--- src/rsm_pkg.sv ---
// package: register map, field layout and codes of the reference monitor register bank
package rsm_pkg;

    // ****************************************
    // bus geometry
    // ****************************************
    localparam int ADDR_W = 8;
    localparam int DATA_W = 32;
    localparam int REG_W = 8;
    localparam int NUM_REF = 3;
    localparam int NUM_SYNC = 3;
    localparam int NUM_MON = 4;

    // ****************************************
    // register indices (byte address = 4 * index)
    // ****************************************
    localparam logic [5:0] IDX_MON_STATUS_LOW = 6'h05;
    localparam logic [5:0] IDX_MON_STATUS_HIGH = 6'h06;
    localparam logic [5:0] IDX_REF01_MASK = 6'h0C;
    localparam logic [5:0] IDX_REF2_MASK = 6'h0D;
    localparam logic [5:0] IDX_REF_FREQ_LOW = 6'h10;
    localparam logic [5:0] IDX_REF_FREQ_HIGH = 6'h11;
    localparam logic [5:0] IDX_SYNC_LOW = 6'h14;
    localparam logic [5:0] IDX_SYNC_HIGH = 6'h15;
    localparam logic [5:0] IDX_RANGE_LOW = 6'h16;

    // ****************************************
    // reset values and field layout
    // ****************************************
    localparam logic [7:0] RST_REF01_MASK = 8'hFF;
    localparam logic [7:0] RST_REF2_MASK = 8'hFF;
    localparam logic [7:0] RST_RANGE_LOW = 8'h33;
    localparam logic [7:0] RANGE_LOW_WRITABLE = 8'h77;
    localparam int MON_SINGLE_CYCLE = 0;
    localparam int MON_COARSE_FREQ = 1;
    localparam int MON_GUARD_SOAK = 2;
    localparam int MON_PRECISE_FREQ = 3;
    localparam logic [3:0] REF_CODE_MAX = 4'hA;
    localparam logic [3:0] REF_CODE_UNKNOWN = 4'hF;
    localparam logic [2:0] SYNC_CODE_UNKNOWN = 3'h6;
    localparam logic [1:0] RESP_OKAY = 2'h0;
    localparam logic [1:0] RESP_SLVERR = 2'h2;

    // ****************************************
    // code decoders
    // ****************************************
    function automatic logic refCodeKnown(input logic [3:0] code);
        refCodeKnown = (code <= REF_CODE_MAX);
    endfunction

    function automatic logic syncCodeKnown(input logic [2:0] code);
        syncCodeKnown = (code != SYNC_CODE_UNKNOWN);
    endfunction

    function automatic logic regMapped(input logic [5:0] idx);
        case (idx)
            IDX_MON_STATUS_LOW, IDX_MON_STATUS_HIGH, IDX_REF01_MASK, IDX_REF2_MASK,
            IDX_REF_FREQ_LOW, IDX_REF_FREQ_HIGH, IDX_SYNC_LOW, IDX_SYNC_HIGH,
            IDX_RANGE_LOW: regMapped = 1'b1;
            default: regMapped = 1'b0;
        endcase
    endfunction

endpackage

--- src/rsm_core_if.sv ---
// interface: links between the register bank and its sticky and detect helpers
`timescale 1ns/10ps
`default_nettype none
interface rsm_core_if;
    logic [11:0] stickySet;
    logic [11:0] stickyClear;
    logic [11:0] stickyStatus;
    logic [11:0] refCodeIn;
    logic [8:0] syncCodeIn;
    logic [2:0] syncFailIn;
    logic [11:0] refCode;
    logic [8:0] syncCode;
    logic [2:0] syncFail;
    logic [2:0] refKnown;
    logic [2:0] syncKnown;

    modport sticky (input stickySet, input stickyClear, output stickyStatus);
    modport detect (input refCodeIn, input syncCodeIn, input syncFailIn,
                    output refCode, output syncCode, output syncFail, output refKnown, output syncKnown);
    modport core (output stickySet, output stickyClear, input stickyStatus,
                  output refCodeIn, output syncCodeIn, output syncFailIn,
                  input refCode, input syncCode, input syncFail, input refKnown, input syncKnown);
endinterface
`default_nettype wire

--- src/ref_sync_monitor_regs.sv ---
// top: AXI4-Lite register bank for reference and sync monitor supervision
// Operation
// - each reference has four mask bits: single-cycle, coarse, guard soak, precise; zero masks
// - third reference mask in bits 3:0 of second mask register, resets all unmasked
// - reference frequency is a 4-bit code, 0 to A known, F not detected
// - ref0 code bits 3:0, ref1 bits 7:4; ref2 in next register; read-only
// - sync frequency is a 3-bit code; code 6 means not yet detected
// - read-only sync fail flags at bits 3 and 7, sync2 in next register
// - 3-bit out-of-range limit, ref0 bits 2:0, ref1 bits 6:4; none for ref2
// - sticky read-only failure flags per reference per monitor, 1 means failed
`timescale 1ns/10ps
`default_nettype none
module ref_sync_monitor_regs (
    input wire logic clk,
    input wire logic rst,
    // AXI4-Lite slave
    input wire logic [rsm_pkg::ADDR_W-1:0] s_axi_awaddr,
    input wire logic [2:0] s_axi_awprot,
    input wire logic s_axi_awvalid,
    output logic s_axi_awready,
    input wire logic [rsm_pkg::DATA_W-1:0] s_axi_wdata,
    input wire logic [3:0] s_axi_wstrb,
    input wire logic s_axi_wvalid,
    output logic s_axi_wready,
    output logic [1:0] s_axi_bresp,
    output logic s_axi_bvalid,
    input wire logic s_axi_bready,
    input wire logic [rsm_pkg::ADDR_W-1:0] s_axi_araddr,
    input wire logic [2:0] s_axi_arprot,
    input wire logic s_axi_arvalid,
    output logic s_axi_arready,
    output logic [rsm_pkg::DATA_W-1:0] s_axi_rdata,
    output logic [1:0] s_axi_rresp,
    output logic s_axi_rvalid,
    input wire logic s_axi_rready,
    // monitor side, same clock
    input wire logic [11:0] monitorFailEvent,
    input wire logic [11:0] referenceFreqCodeIn,
    input wire logic [8:0] frameInputFreqCodeIn,
    input wire logic [2:0] frameInputFailedIn,
    // supervision outputs
    output logic [2:0] referenceFailed,
    output logic [2:0] referenceFreqKnown,
    output logic [2:0] frameInputFreqKnown,
    output logic [11:0] referenceMonitorMask,
    output logic [2:0] first_reference_range_limit,
    output logic [2:0] second_reference_range_limit
);

    // ****************************************
    // helpers
    // ****************************************
    rsm_core_if coreLink ();

    rsm_sticky_bits uSticky (
        .clk(clk),
        .rst(rst),
        .link(coreLink.sticky)
    );

    rsm_detect_latch uDetect (
        .clk(clk),
        .rst(rst),
        .link(coreLink.detect)
    );

    assign coreLink.stickySet = monitorFailEvent;
    assign coreLink.refCodeIn = referenceFreqCodeIn;
    assign coreLink.syncCodeIn = frameInputFreqCodeIn;
    assign coreLink.syncFailIn = frameInputFailedIn;

    // ****************************************
    // control registers
    // ****************************************
    logic [7:0] ref01MonitorMask;
    logic [7:0] ref2MonitorMask;
    logic [7:0] rangeLimitSelectLow;

    // ****************************************
    // write channel
    // ****************************************
    logic awHeld;
    logic wHeld;
    logic [5:0] wrIndex;
    logic [7:0] wrByte;
    logic wrByteEn;
    logic wrDo;

    assign wrDo = awHeld && wHeld && !s_axi_bvalid;

    always_ff @(posedge clk or posedge rst) begin
        if (rst) begin
            awHeld <= 1'b0;
            wrIndex <= 6'h00;
        end else if (s_axi_awvalid && s_axi_awready) begin
            awHeld <= 1'b1;
            wrIndex <= s_axi_awaddr[7:2];
        end else if (wrDo) begin
            awHeld <= 1'b0;
        end
    end

    always_ff @(posedge clk or posedge rst) begin
        if (rst) begin
            wHeld <= 1'b0;
            wrByte <= 8'h00;
            wrByteEn <= 1'b0;
        end else if (s_axi_wvalid && s_axi_wready) begin
            wHeld <= 1'b1;
            wrByte <= s_axi_wdata[7:0];
            wrByteEn <= s_axi_wstrb[0];
        end else if (wrDo) begin
            wHeld <= 1'b0;
        end
    end

    always_ff @(posedge clk or posedge rst) begin
        if (rst) begin
            s_axi_awready <= 1'b0;
            s_axi_wready <= 1'b0;
        end else begin
            s_axi_awready <= !awHeld && !(s_axi_awvalid && s_axi_awready) && !s_axi_bvalid;
            s_axi_wready <= !wHeld && !(s_axi_wvalid && s_axi_wready) && !s_axi_bvalid;
        end
    end

    always_ff @(posedge clk or posedge rst) begin
        if (rst) begin
            s_axi_bvalid <= 1'b0;
            s_axi_bresp <= rsm_pkg::RESP_OKAY;
        end else if (wrDo) begin
            s_axi_bvalid <= 1'b1;
            s_axi_bresp <= rsm_pkg::regMapped(wrIndex) ? rsm_pkg::RESP_OKAY : rsm_pkg::RESP_SLVERR;
        end else if (s_axi_bvalid && s_axi_bready) begin
            s_axi_bvalid <= 1'b0;
        end
    end

    // mask registers, zero in a bit masks that indicator
    always_ff @(posedge clk or posedge rst) begin
        if (rst) begin
            ref01MonitorMask <= rsm_pkg::RST_REF01_MASK;
            ref2MonitorMask <= rsm_pkg::RST_REF2_MASK;
        end else if (wrDo && wrByteEn) begin
            if (wrIndex == rsm_pkg::IDX_REF01_MASK) begin
                ref01MonitorMask <= wrByte;
            end
            if (wrIndex == rsm_pkg::IDX_REF2_MASK) begin
                ref2MonitorMask <= wrByte;
            end
        end
    end

    // range selection, reserved bits 3 and 7 stay zero
    always_ff @(posedge clk or posedge rst) begin
        if (rst) begin
            rangeLimitSelectLow <= rsm_pkg::RST_RANGE_LOW;
        end else if (wrDo && wrByteEn && wrIndex == rsm_pkg::IDX_RANGE_LOW) begin
            rangeLimitSelectLow <= wrByte & rsm_pkg::RANGE_LOW_WRITABLE;
        end
    end

    // ****************************************
    // read channel
    // ****************************************
    logic [5:0] rdIndex;
    logic [7:0] rdByte;
    logic rdTake;

    assign rdTake = s_axi_arvalid && s_axi_arready;
    assign rdIndex = s_axi_araddr[7:2];

    always_comb begin
        rdByte = 8'h00;
        case (rdIndex)
            rsm_pkg::IDX_MON_STATUS_LOW: rdByte = coreLink.stickyStatus[7:0];
            rsm_pkg::IDX_MON_STATUS_HIGH: rdByte = {4'h0, coreLink.stickyStatus[11:8]};
            rsm_pkg::IDX_REF01_MASK: rdByte = ref01MonitorMask;
            rsm_pkg::IDX_REF2_MASK: rdByte = ref2MonitorMask;
            rsm_pkg::IDX_REF_FREQ_LOW: rdByte = coreLink.refCode[7:0];
            rsm_pkg::IDX_REF_FREQ_HIGH: rdByte = {4'h0, coreLink.refCode[11:8]};
            rsm_pkg::IDX_SYNC_LOW: rdByte = {coreLink.syncFail[1], coreLink.syncCode[5:3],
                                             coreLink.syncFail[0], coreLink.syncCode[2:0]};
            rsm_pkg::IDX_SYNC_HIGH: rdByte = {4'h0, coreLink.syncFail[2], coreLink.syncCode[8:6]};
            rsm_pkg::IDX_RANGE_LOW: rdByte = rangeLimitSelectLow;
            default: rdByte = 8'h00;
        endcase
    end

    // reading a status register clears what it returned
    always_comb begin
        coreLink.stickyClear = 12'h000;
        if (rdTake && rdIndex == rsm_pkg::IDX_MON_STATUS_LOW) begin
            coreLink.stickyClear[7:0] = coreLink.stickyStatus[7:0];
        end
        if (rdTake && rdIndex == rsm_pkg::IDX_MON_STATUS_HIGH) begin
            coreLink.stickyClear[11:8] = coreLink.stickyStatus[11:8];
        end
    end

    always_ff @(posedge clk or posedge rst) begin
        if (rst) begin
            s_axi_arready <= 1'b0;
        end else begin
            s_axi_arready <= !s_axi_rvalid && !rdTake;
        end
    end

    always_ff @(posedge clk or posedge rst) begin
        if (rst) begin
            s_axi_rvalid <= 1'b0;
            s_axi_rdata <= 32'h00000000;
            s_axi_rresp <= rsm_pkg::RESP_OKAY;
        end else if (rdTake) begin
            s_axi_rvalid <= 1'b1;
            s_axi_rdata <= {24'h000000, rdByte};
            s_axi_rresp <= rsm_pkg::regMapped(rdIndex) ? rsm_pkg::RESP_OKAY : rsm_pkg::RESP_SLVERR;
        end else if (s_axi_rvalid && s_axi_rready) begin
            s_axi_rvalid <= 1'b0;
        end
    end

    // ****************************************
    // supervision outputs
    // ****************************************
    logic [11:0] maskAll;
    assign maskAll = {ref2MonitorMask[3:0], ref01MonitorMask};

    genvar r;
    generate
        for (r = 0; r < rsm_pkg::NUM_REF; r++) begin : gRefFail
            always_ff @(posedge clk or posedge rst) begin
                if (rst) begin
                    referenceFailed[r] <= 1'b0;
                end else begin
                    referenceFailed[r] <= |(coreLink.stickyStatus[4*r +: 4] & maskAll[4*r +: 4]);
                end
            end
        end
    endgenerate

    always_ff @(posedge clk or posedge rst) begin
        if (rst) begin
            referenceMonitorMask <= {rsm_pkg::RST_REF2_MASK[3:0], rsm_pkg::RST_REF01_MASK};
            first_reference_range_limit <= rsm_pkg::RST_RANGE_LOW[2:0];
            second_reference_range_limit <= rsm_pkg::RST_RANGE_LOW[6:4];
        end else begin
            referenceMonitorMask <= maskAll;
            first_reference_range_limit <= rangeLimitSelectLow[2:0];
            second_reference_range_limit <= rangeLimitSelectLow[6:4];
        end
    end

    assign referenceFreqKnown = coreLink.refKnown;
    assign frameInputFreqKnown = coreLink.syncKnown;

    logic unusedProt;
    assign unusedProt = ^{s_axi_awprot, s_axi_arprot, s_axi_wdata[31:8], s_axi_wstrb[3:1],
                          s_axi_awaddr[1:0], s_axi_araddr[1:0]};

endmodule // ref_sync_monitor_regs
`default_nettype wire

--- src/rsm_detect_latch.sv ---
// registers detected frequency codes and sync fail flags, flags known codes
`timescale 1ns/10ps
`default_nettype none
module rsm_detect_latch (
    input wire logic clk,
    input wire logic rst,
    rsm_core_if.detect link
);
    always_ff @(posedge clk or posedge rst) begin
        if (rst) begin
            link.refCode <= {3{rsm_pkg::REF_CODE_UNKNOWN}};
            link.syncCode <= {3{rsm_pkg::SYNC_CODE_UNKNOWN}};
            link.syncFail <= 3'h0;
        end else begin
            link.refCode <= link.refCodeIn;
            link.syncCode <= link.syncCodeIn;
            link.syncFail <= link.syncFailIn;
        end
    end

    genvar i;
    generate
        for (i = 0; i < 3; i++) begin : gKnown
            always_ff @(posedge clk or posedge rst) begin
                if (rst) begin
                    link.refKnown[i] <= 1'b0;
                    link.syncKnown[i] <= 1'b0;
                end else begin
                    link.refKnown[i] <= rsm_pkg::refCodeKnown(link.refCodeIn[4*i +: 4]);
                    link.syncKnown[i] <= rsm_pkg::syncCodeKnown(link.syncCodeIn[3*i +: 3]);
                end
            end
        end
    endgenerate
endmodule // rsm_detect_latch
`default_nettype wire

--- src/rsm_sticky_bits.sv ---
// sticky monitor failure flags, set wins over clear
`timescale 1ns/10ps
`default_nettype none
module rsm_sticky_bits (
    input wire logic clk,
    input wire logic rst,
    rsm_core_if.sticky link
);
    genvar i;
    generate
        for (i = 0; i < 12; i++) begin : gBit
            always_ff @(posedge clk or posedge rst) begin
                if (rst) begin
                    link.stickyStatus[i] <= 1'b0;
                end else if (link.stickySet[i]) begin
                    link.stickyStatus[i] <= 1'b1;
                end else if (link.stickyClear[i]) begin
                    link.stickyStatus[i] <= 1'b0;
                end
            end
        end
    endgenerate
endmodule // rsm_sticky_bits
`default_nettype wire
--- config.mk ---
export PLATFORM = sky130hd
export DESIGN_NAME = ref_sync_monitor_regs
export DESIGN_NICKNAME = d
export VERILOG_FILES = /design/src/rsm_pkg.sv /design/src/rsm_core_if.sv /design/src/ref_sync_monitor_regs.sv /design/src/rsm_detect_latch.sv /design/src/rsm_sticky_bits.sv
export SDC_FILE = /design/constraint.sdc
export NUM_CORES = 1
export LEC_CHECK = 0
export BUFFER_PORTS_ARGS = -buffer_cell sky130_fd_sc_hd__buf_2
export CORE_MARGIN = 3
export CORE_UTILIZATION = 54
export CTS_CLUSTER_SIZE = 28
export DETAILED_ROUTE_END_ITERATION = 6
export PLACE_DENSITY = 0.9
export SYNTH_ARGS = -nofsm -noshare
export SYNTH_HDL_FRONTEND = slang
export SYNTH_HIERARCHICAL = 1
export SYNTH_SLANG_ARGS = --single-unit
--- constraint.sdc ---
create_clock -name clk -period 4.6 [get_ports clk]
set_input_delay 1.15 -clock clk [delete_from_list [all_inputs] [get_ports clk]]
set_output_delay 1.15 -clock clk [all_outputs]
set_load 0.02 [all_outputs]
==> impl_metrics.csv <==
group,metric,value,unit
status,status,"complete, no violations",
grt,grt_usage,23.07,%
synthesis,synth_top_cell_by_area,"dfrtp_1",
layout,fin_nets,611,
detailed_routing,dr_wl_met3,873,um
layout,n_fill_cell,635,
detailed_routing,wl_met1,4.717,mm
worst_setup_path,timing.rr.start,"s_axi_arready$_DFF_PP0_",
place,place.detailed.hpwl,8.009,mm
timing,slew_headroom,30.21,%
worst_hold_path,holdCritPathClass,"register to register",
power,p_leak,0.002794,uW
clock_network,hold_buffers,0,
synthesis,ys_seq_area_share,60.32,%
synthesis,synth_ff_type,"dfrtp_1",
worst_hold_path,min_from,"rangeLimitSelectLow[4]$_DFFE_PP1P_",
clock_network,clk_pin_slew_worst_paths,0.06,ns
timing,hold_violations,0,
worst_setup_path,critical_path_class,"input pin to register",
detailed_routing,drc,0,
detailed_routing,antenna_left,0,
layout,area_delta_synth_final,22.07,%
synthesis,synth-edff-count,0,
floorplanning,ios,169,
place,gp_congestion,0.8649,
place,io_buffers,105,
clock_network,htreeDepth,4,
detailed_routing,firstDrtPassIters,5,
layout,seqCellArea,0.002995,mm2
clock_network,post-cts-setup-buffers,0,
grt,grt_pass1_vias,3506,
synthesis,synth_area_per_cell,12.90,um2
worst_setup_path,startpoint,"s_axi_araddr[3]",
place,placed_area,0.005498,mm2
synthesis,synthArstFlopShare,100.0,%
power,p_clk_share,38.4,%
worst_setup_path,r2r_cells,5,
power,p_sw,938.8,uW
worst_setup_path,crit_path_start_kind,"input pin",
synthesis,yosys-top-cells-area,"dfrtp_1 (32%), dfstp_2 (29%), mux2_2 (6.6%), buf_4 (4.1%), a22oi_1 (2.9%)",
floorplanning,die_h,101.9,um
worst_setup_path,crit_required,4.99,ns
grt,grt_antenna_before_repair,0,
timing,fin_crit,2.630,ns
synthesis,ys_ff_latch,117,
detailed_routing,drtIter0Drc,249,
detailed_routing,vias,3498,
layout,antenna_cells,0,
timing,max_freq,380.2,MHz
power,p_seq_share,44.8,%
power,swShare,29.12,%
floorplanning,core,0.008806,mm2
detailed_routing,viasPerCell,5.615,
timing,setup_viol,0,
clock_network,clk_latency,0.51,ns
flow_run,drv_cap,0,
synthesis,ys_types,48,
floorplanning,fp.dieW,101.9,um
detailed_routing,wl_met2,5.575,mm
clock_network,cts_resized,0,
grt,grt_max_degree,48,
clock_network,cts_buffers,17,
floorplanning,die_area,0.01038,mm2
worst_setup_path,worstReg2RegEnd,"uSticky/link.stickyStatus[9]$_DFFE_PP0P_",
grt,overflow,0,
timing,finClkSkew,0.01179,ns
worst_setup_path,cp.arrival,3.02,ns
floorplanning,initial_utilization,56.39,%
floorplanning,placementRows,34,
worst_setup_path,endpoint_kind,"register",
synthesis,synth_area,0.004966,mm2
synthesis,synth_cells,385,
worst_setup_path,critPathMaxFanout,8,
detailed_routing,routed_wl,11.53,mm
layout,drive_above_1_share,45.44,%
synthesis,yosysWarnings,6,
grt,grt_pass1_wl,18.04,mm
clock_network,clock-sinks,117,
power,p_int,2285,uW
timing,period_share,57.17,%
worst_setup_path,rrSetupSlack,2.67,ns
clock_network,cts_tree,"done",
worst_hold_path,hold_path_end,"second_reference_range_limit[0]$_DFF_PP1_",
power,ir_worst_vdd,0.0002460,V
clock_network,clk_path_buf_depth,2,
timing,slew_viol_final,0,
synthesis,synthTopCellsByCount,"dfrtp_1 (63), dfstp_2 (54), mux2_2 (29)",
detailed_routing,wl_per_cell,18.51,um
synthesis,yosys.area.top_type_share,31.75,%
detailed_routing,highest_layer,"met4",
worst_hold_path,hold_depth,0,
timing,rsz0062_at_grt,"false",
clock_network,cts_root_buf,"clkbuf_8",
power,pwr-share-comb,16.8,%
layout,multi_input_area,0.001740,mm2
synthesis,synth_most_common_cell,"dfrtp_1",
layout,design_area,0.006062,mm2
timing,tightest_slew,1.046,ns
timing,tns,0,ns
power,powerDensity,531.8,mW/mm2
[layout by cell type (no fill, tap or decap), types with 4 or more instances in the layout]
cell | synthesis | routed
nand3_1 | 4 | 4
a31oi_1 | 5 | 5
nor2_1 | 8 | 8
and2_1 | 14 | 14
ha_1 | 8 | 8
clkinvlp_4 | 0 | 4
conb_1 | 1 | 26
o21ai_0 | 6 | 6
nand3b_1 | 6 | 6
mux2_2 | 29 | 29
a21o_1 | 16 | 16
a22o_1 | 5 | 5
dfstp_2 | 54 | 54
dfrtp_1 | 63 | 63
a22oi_1 | 19 | 19
nor3b_1 | 4 | 4
clkinv_2 | 0 | 5
mux2_1 | 11 | 11
clkbuf_16 | 0 | 16
a21oi_1 | 13 | 13
inv_1 | 24 | 23
a221oi_1 | 6 | 6
buf_2 | 4 | 105
nand2_1 | 21 | 21
mux2i_1 | 5 | 5
[per-stage QoR]
stage	total power, uW	std cells	setup slack [ns]	hold slack (ns)	utilization [%]
6_report	3224	623	1.970	0.3737	68.84
5_1_grt	3356	623	1.844	0.3798	68.84
4_1_cts	3234	623	1.994	0.3741	68.84
3_5_place_dp	1989	591	1.503	0.3664	62.43
3_3_place_gp	1951	591	1.586	0.3659	62.43
2_1_floorplan	1800	410	1.600	0.3591	-
[registers in the layout, summed over array words and instances (netlist names), 3 cells and up]
name and cells:
first_reference_range_limit 3, rangeLimitSelectLow 6, ref01MonitorMask 8, ref2MonitorMask 8, referenceFailed 3, referenceMonitorMask 12, s_axi_rdata 8, second_reference_range_limit 3
uDetect/link.refCode 12, uDetect/link.refKnown 3, uDetect/link.syncCode 9, uDetect/link.syncFail 3, uDetect/link.syncKnown 3, uSticky/link.stickyStatus 12, wrByte 8, wrIndex 6
[worst max-delay path: stages]
cell and delay, ns:
buf_2 0.13, inv_1 0.08, ha_1 0.24, nor4bb_2 0.47
and2b_1 0.30, and2b_1 0.28, and2_1 0.16, inv_1 0.04
a21o_1 0.18
[cells by family after synthesis]
kind of cell | count (synthesis) | share of synthesized area [%]
adders and majority gates | 8 | 2.016
DFF | 117 | 60.32
AOI/OAI and AO/OA | 78 | 11.04
other | 1 | 0.07551
buffers and inverters | 58 | 6.526
muxes | 45 | 10.08
and+or+nand+nor | 78 | 9.952
[metal layers]
| layer | global-route usage [%] | vias up |
|---|---|---|
| met3 | 6.553 | 42 |
| li1 | - | 1542 |
| met2 | 36.42 | 184 |
| met1 | 30.21 | 1730 |
| met4 | 9.788 | 0 |
| met5 | 0 | - |
[area by class of cell]
cell class	instances	area share, %
timing repair buffer	106	8.793
clock inverter	13	2.188
clock buffer	19	7.121
multi-input combinational	235	28.71
tap	108	2.229
inverter	25	1.548
sequential	117	49.41
[power groups by stage]
stage / clock network, uW / logic (uW) / registers [uW]
floorplan: 0 / 326 / 1470
global placement: 0 / 513 / 1440
detailed placement: 0 / 538 / 1450
CTS: 1250 / 546 / 1440
global route: 1300 / 591 / 1460
finish: 1240 / 540 / 1440
[how the worst max path moves through the flow]
stage	to	slack, ns	cells after the start
after floorplan	awHeld$_DFFE_PP0P_	1.60	1
after global placement	uSticky/link.stickyStatus[7]$_DFFE_PP0P_	1.59	9
after detailed placement	uSticky/link.stickyStatus[3]$_DFFE_PP0P_	1.50	9
after CTS	uSticky/link.stickyStatus[4]$_DFFE_PP0P_	1.99	9
after global routing	uSticky/link.stickyStatus[3]$_DFFE_PP0P_	1.84	9
final	uSticky/link.stickyStatus[4]$_DFFE_PP0P_	1.97	9
Note: power is estimated with default switching activity, not from simulation.
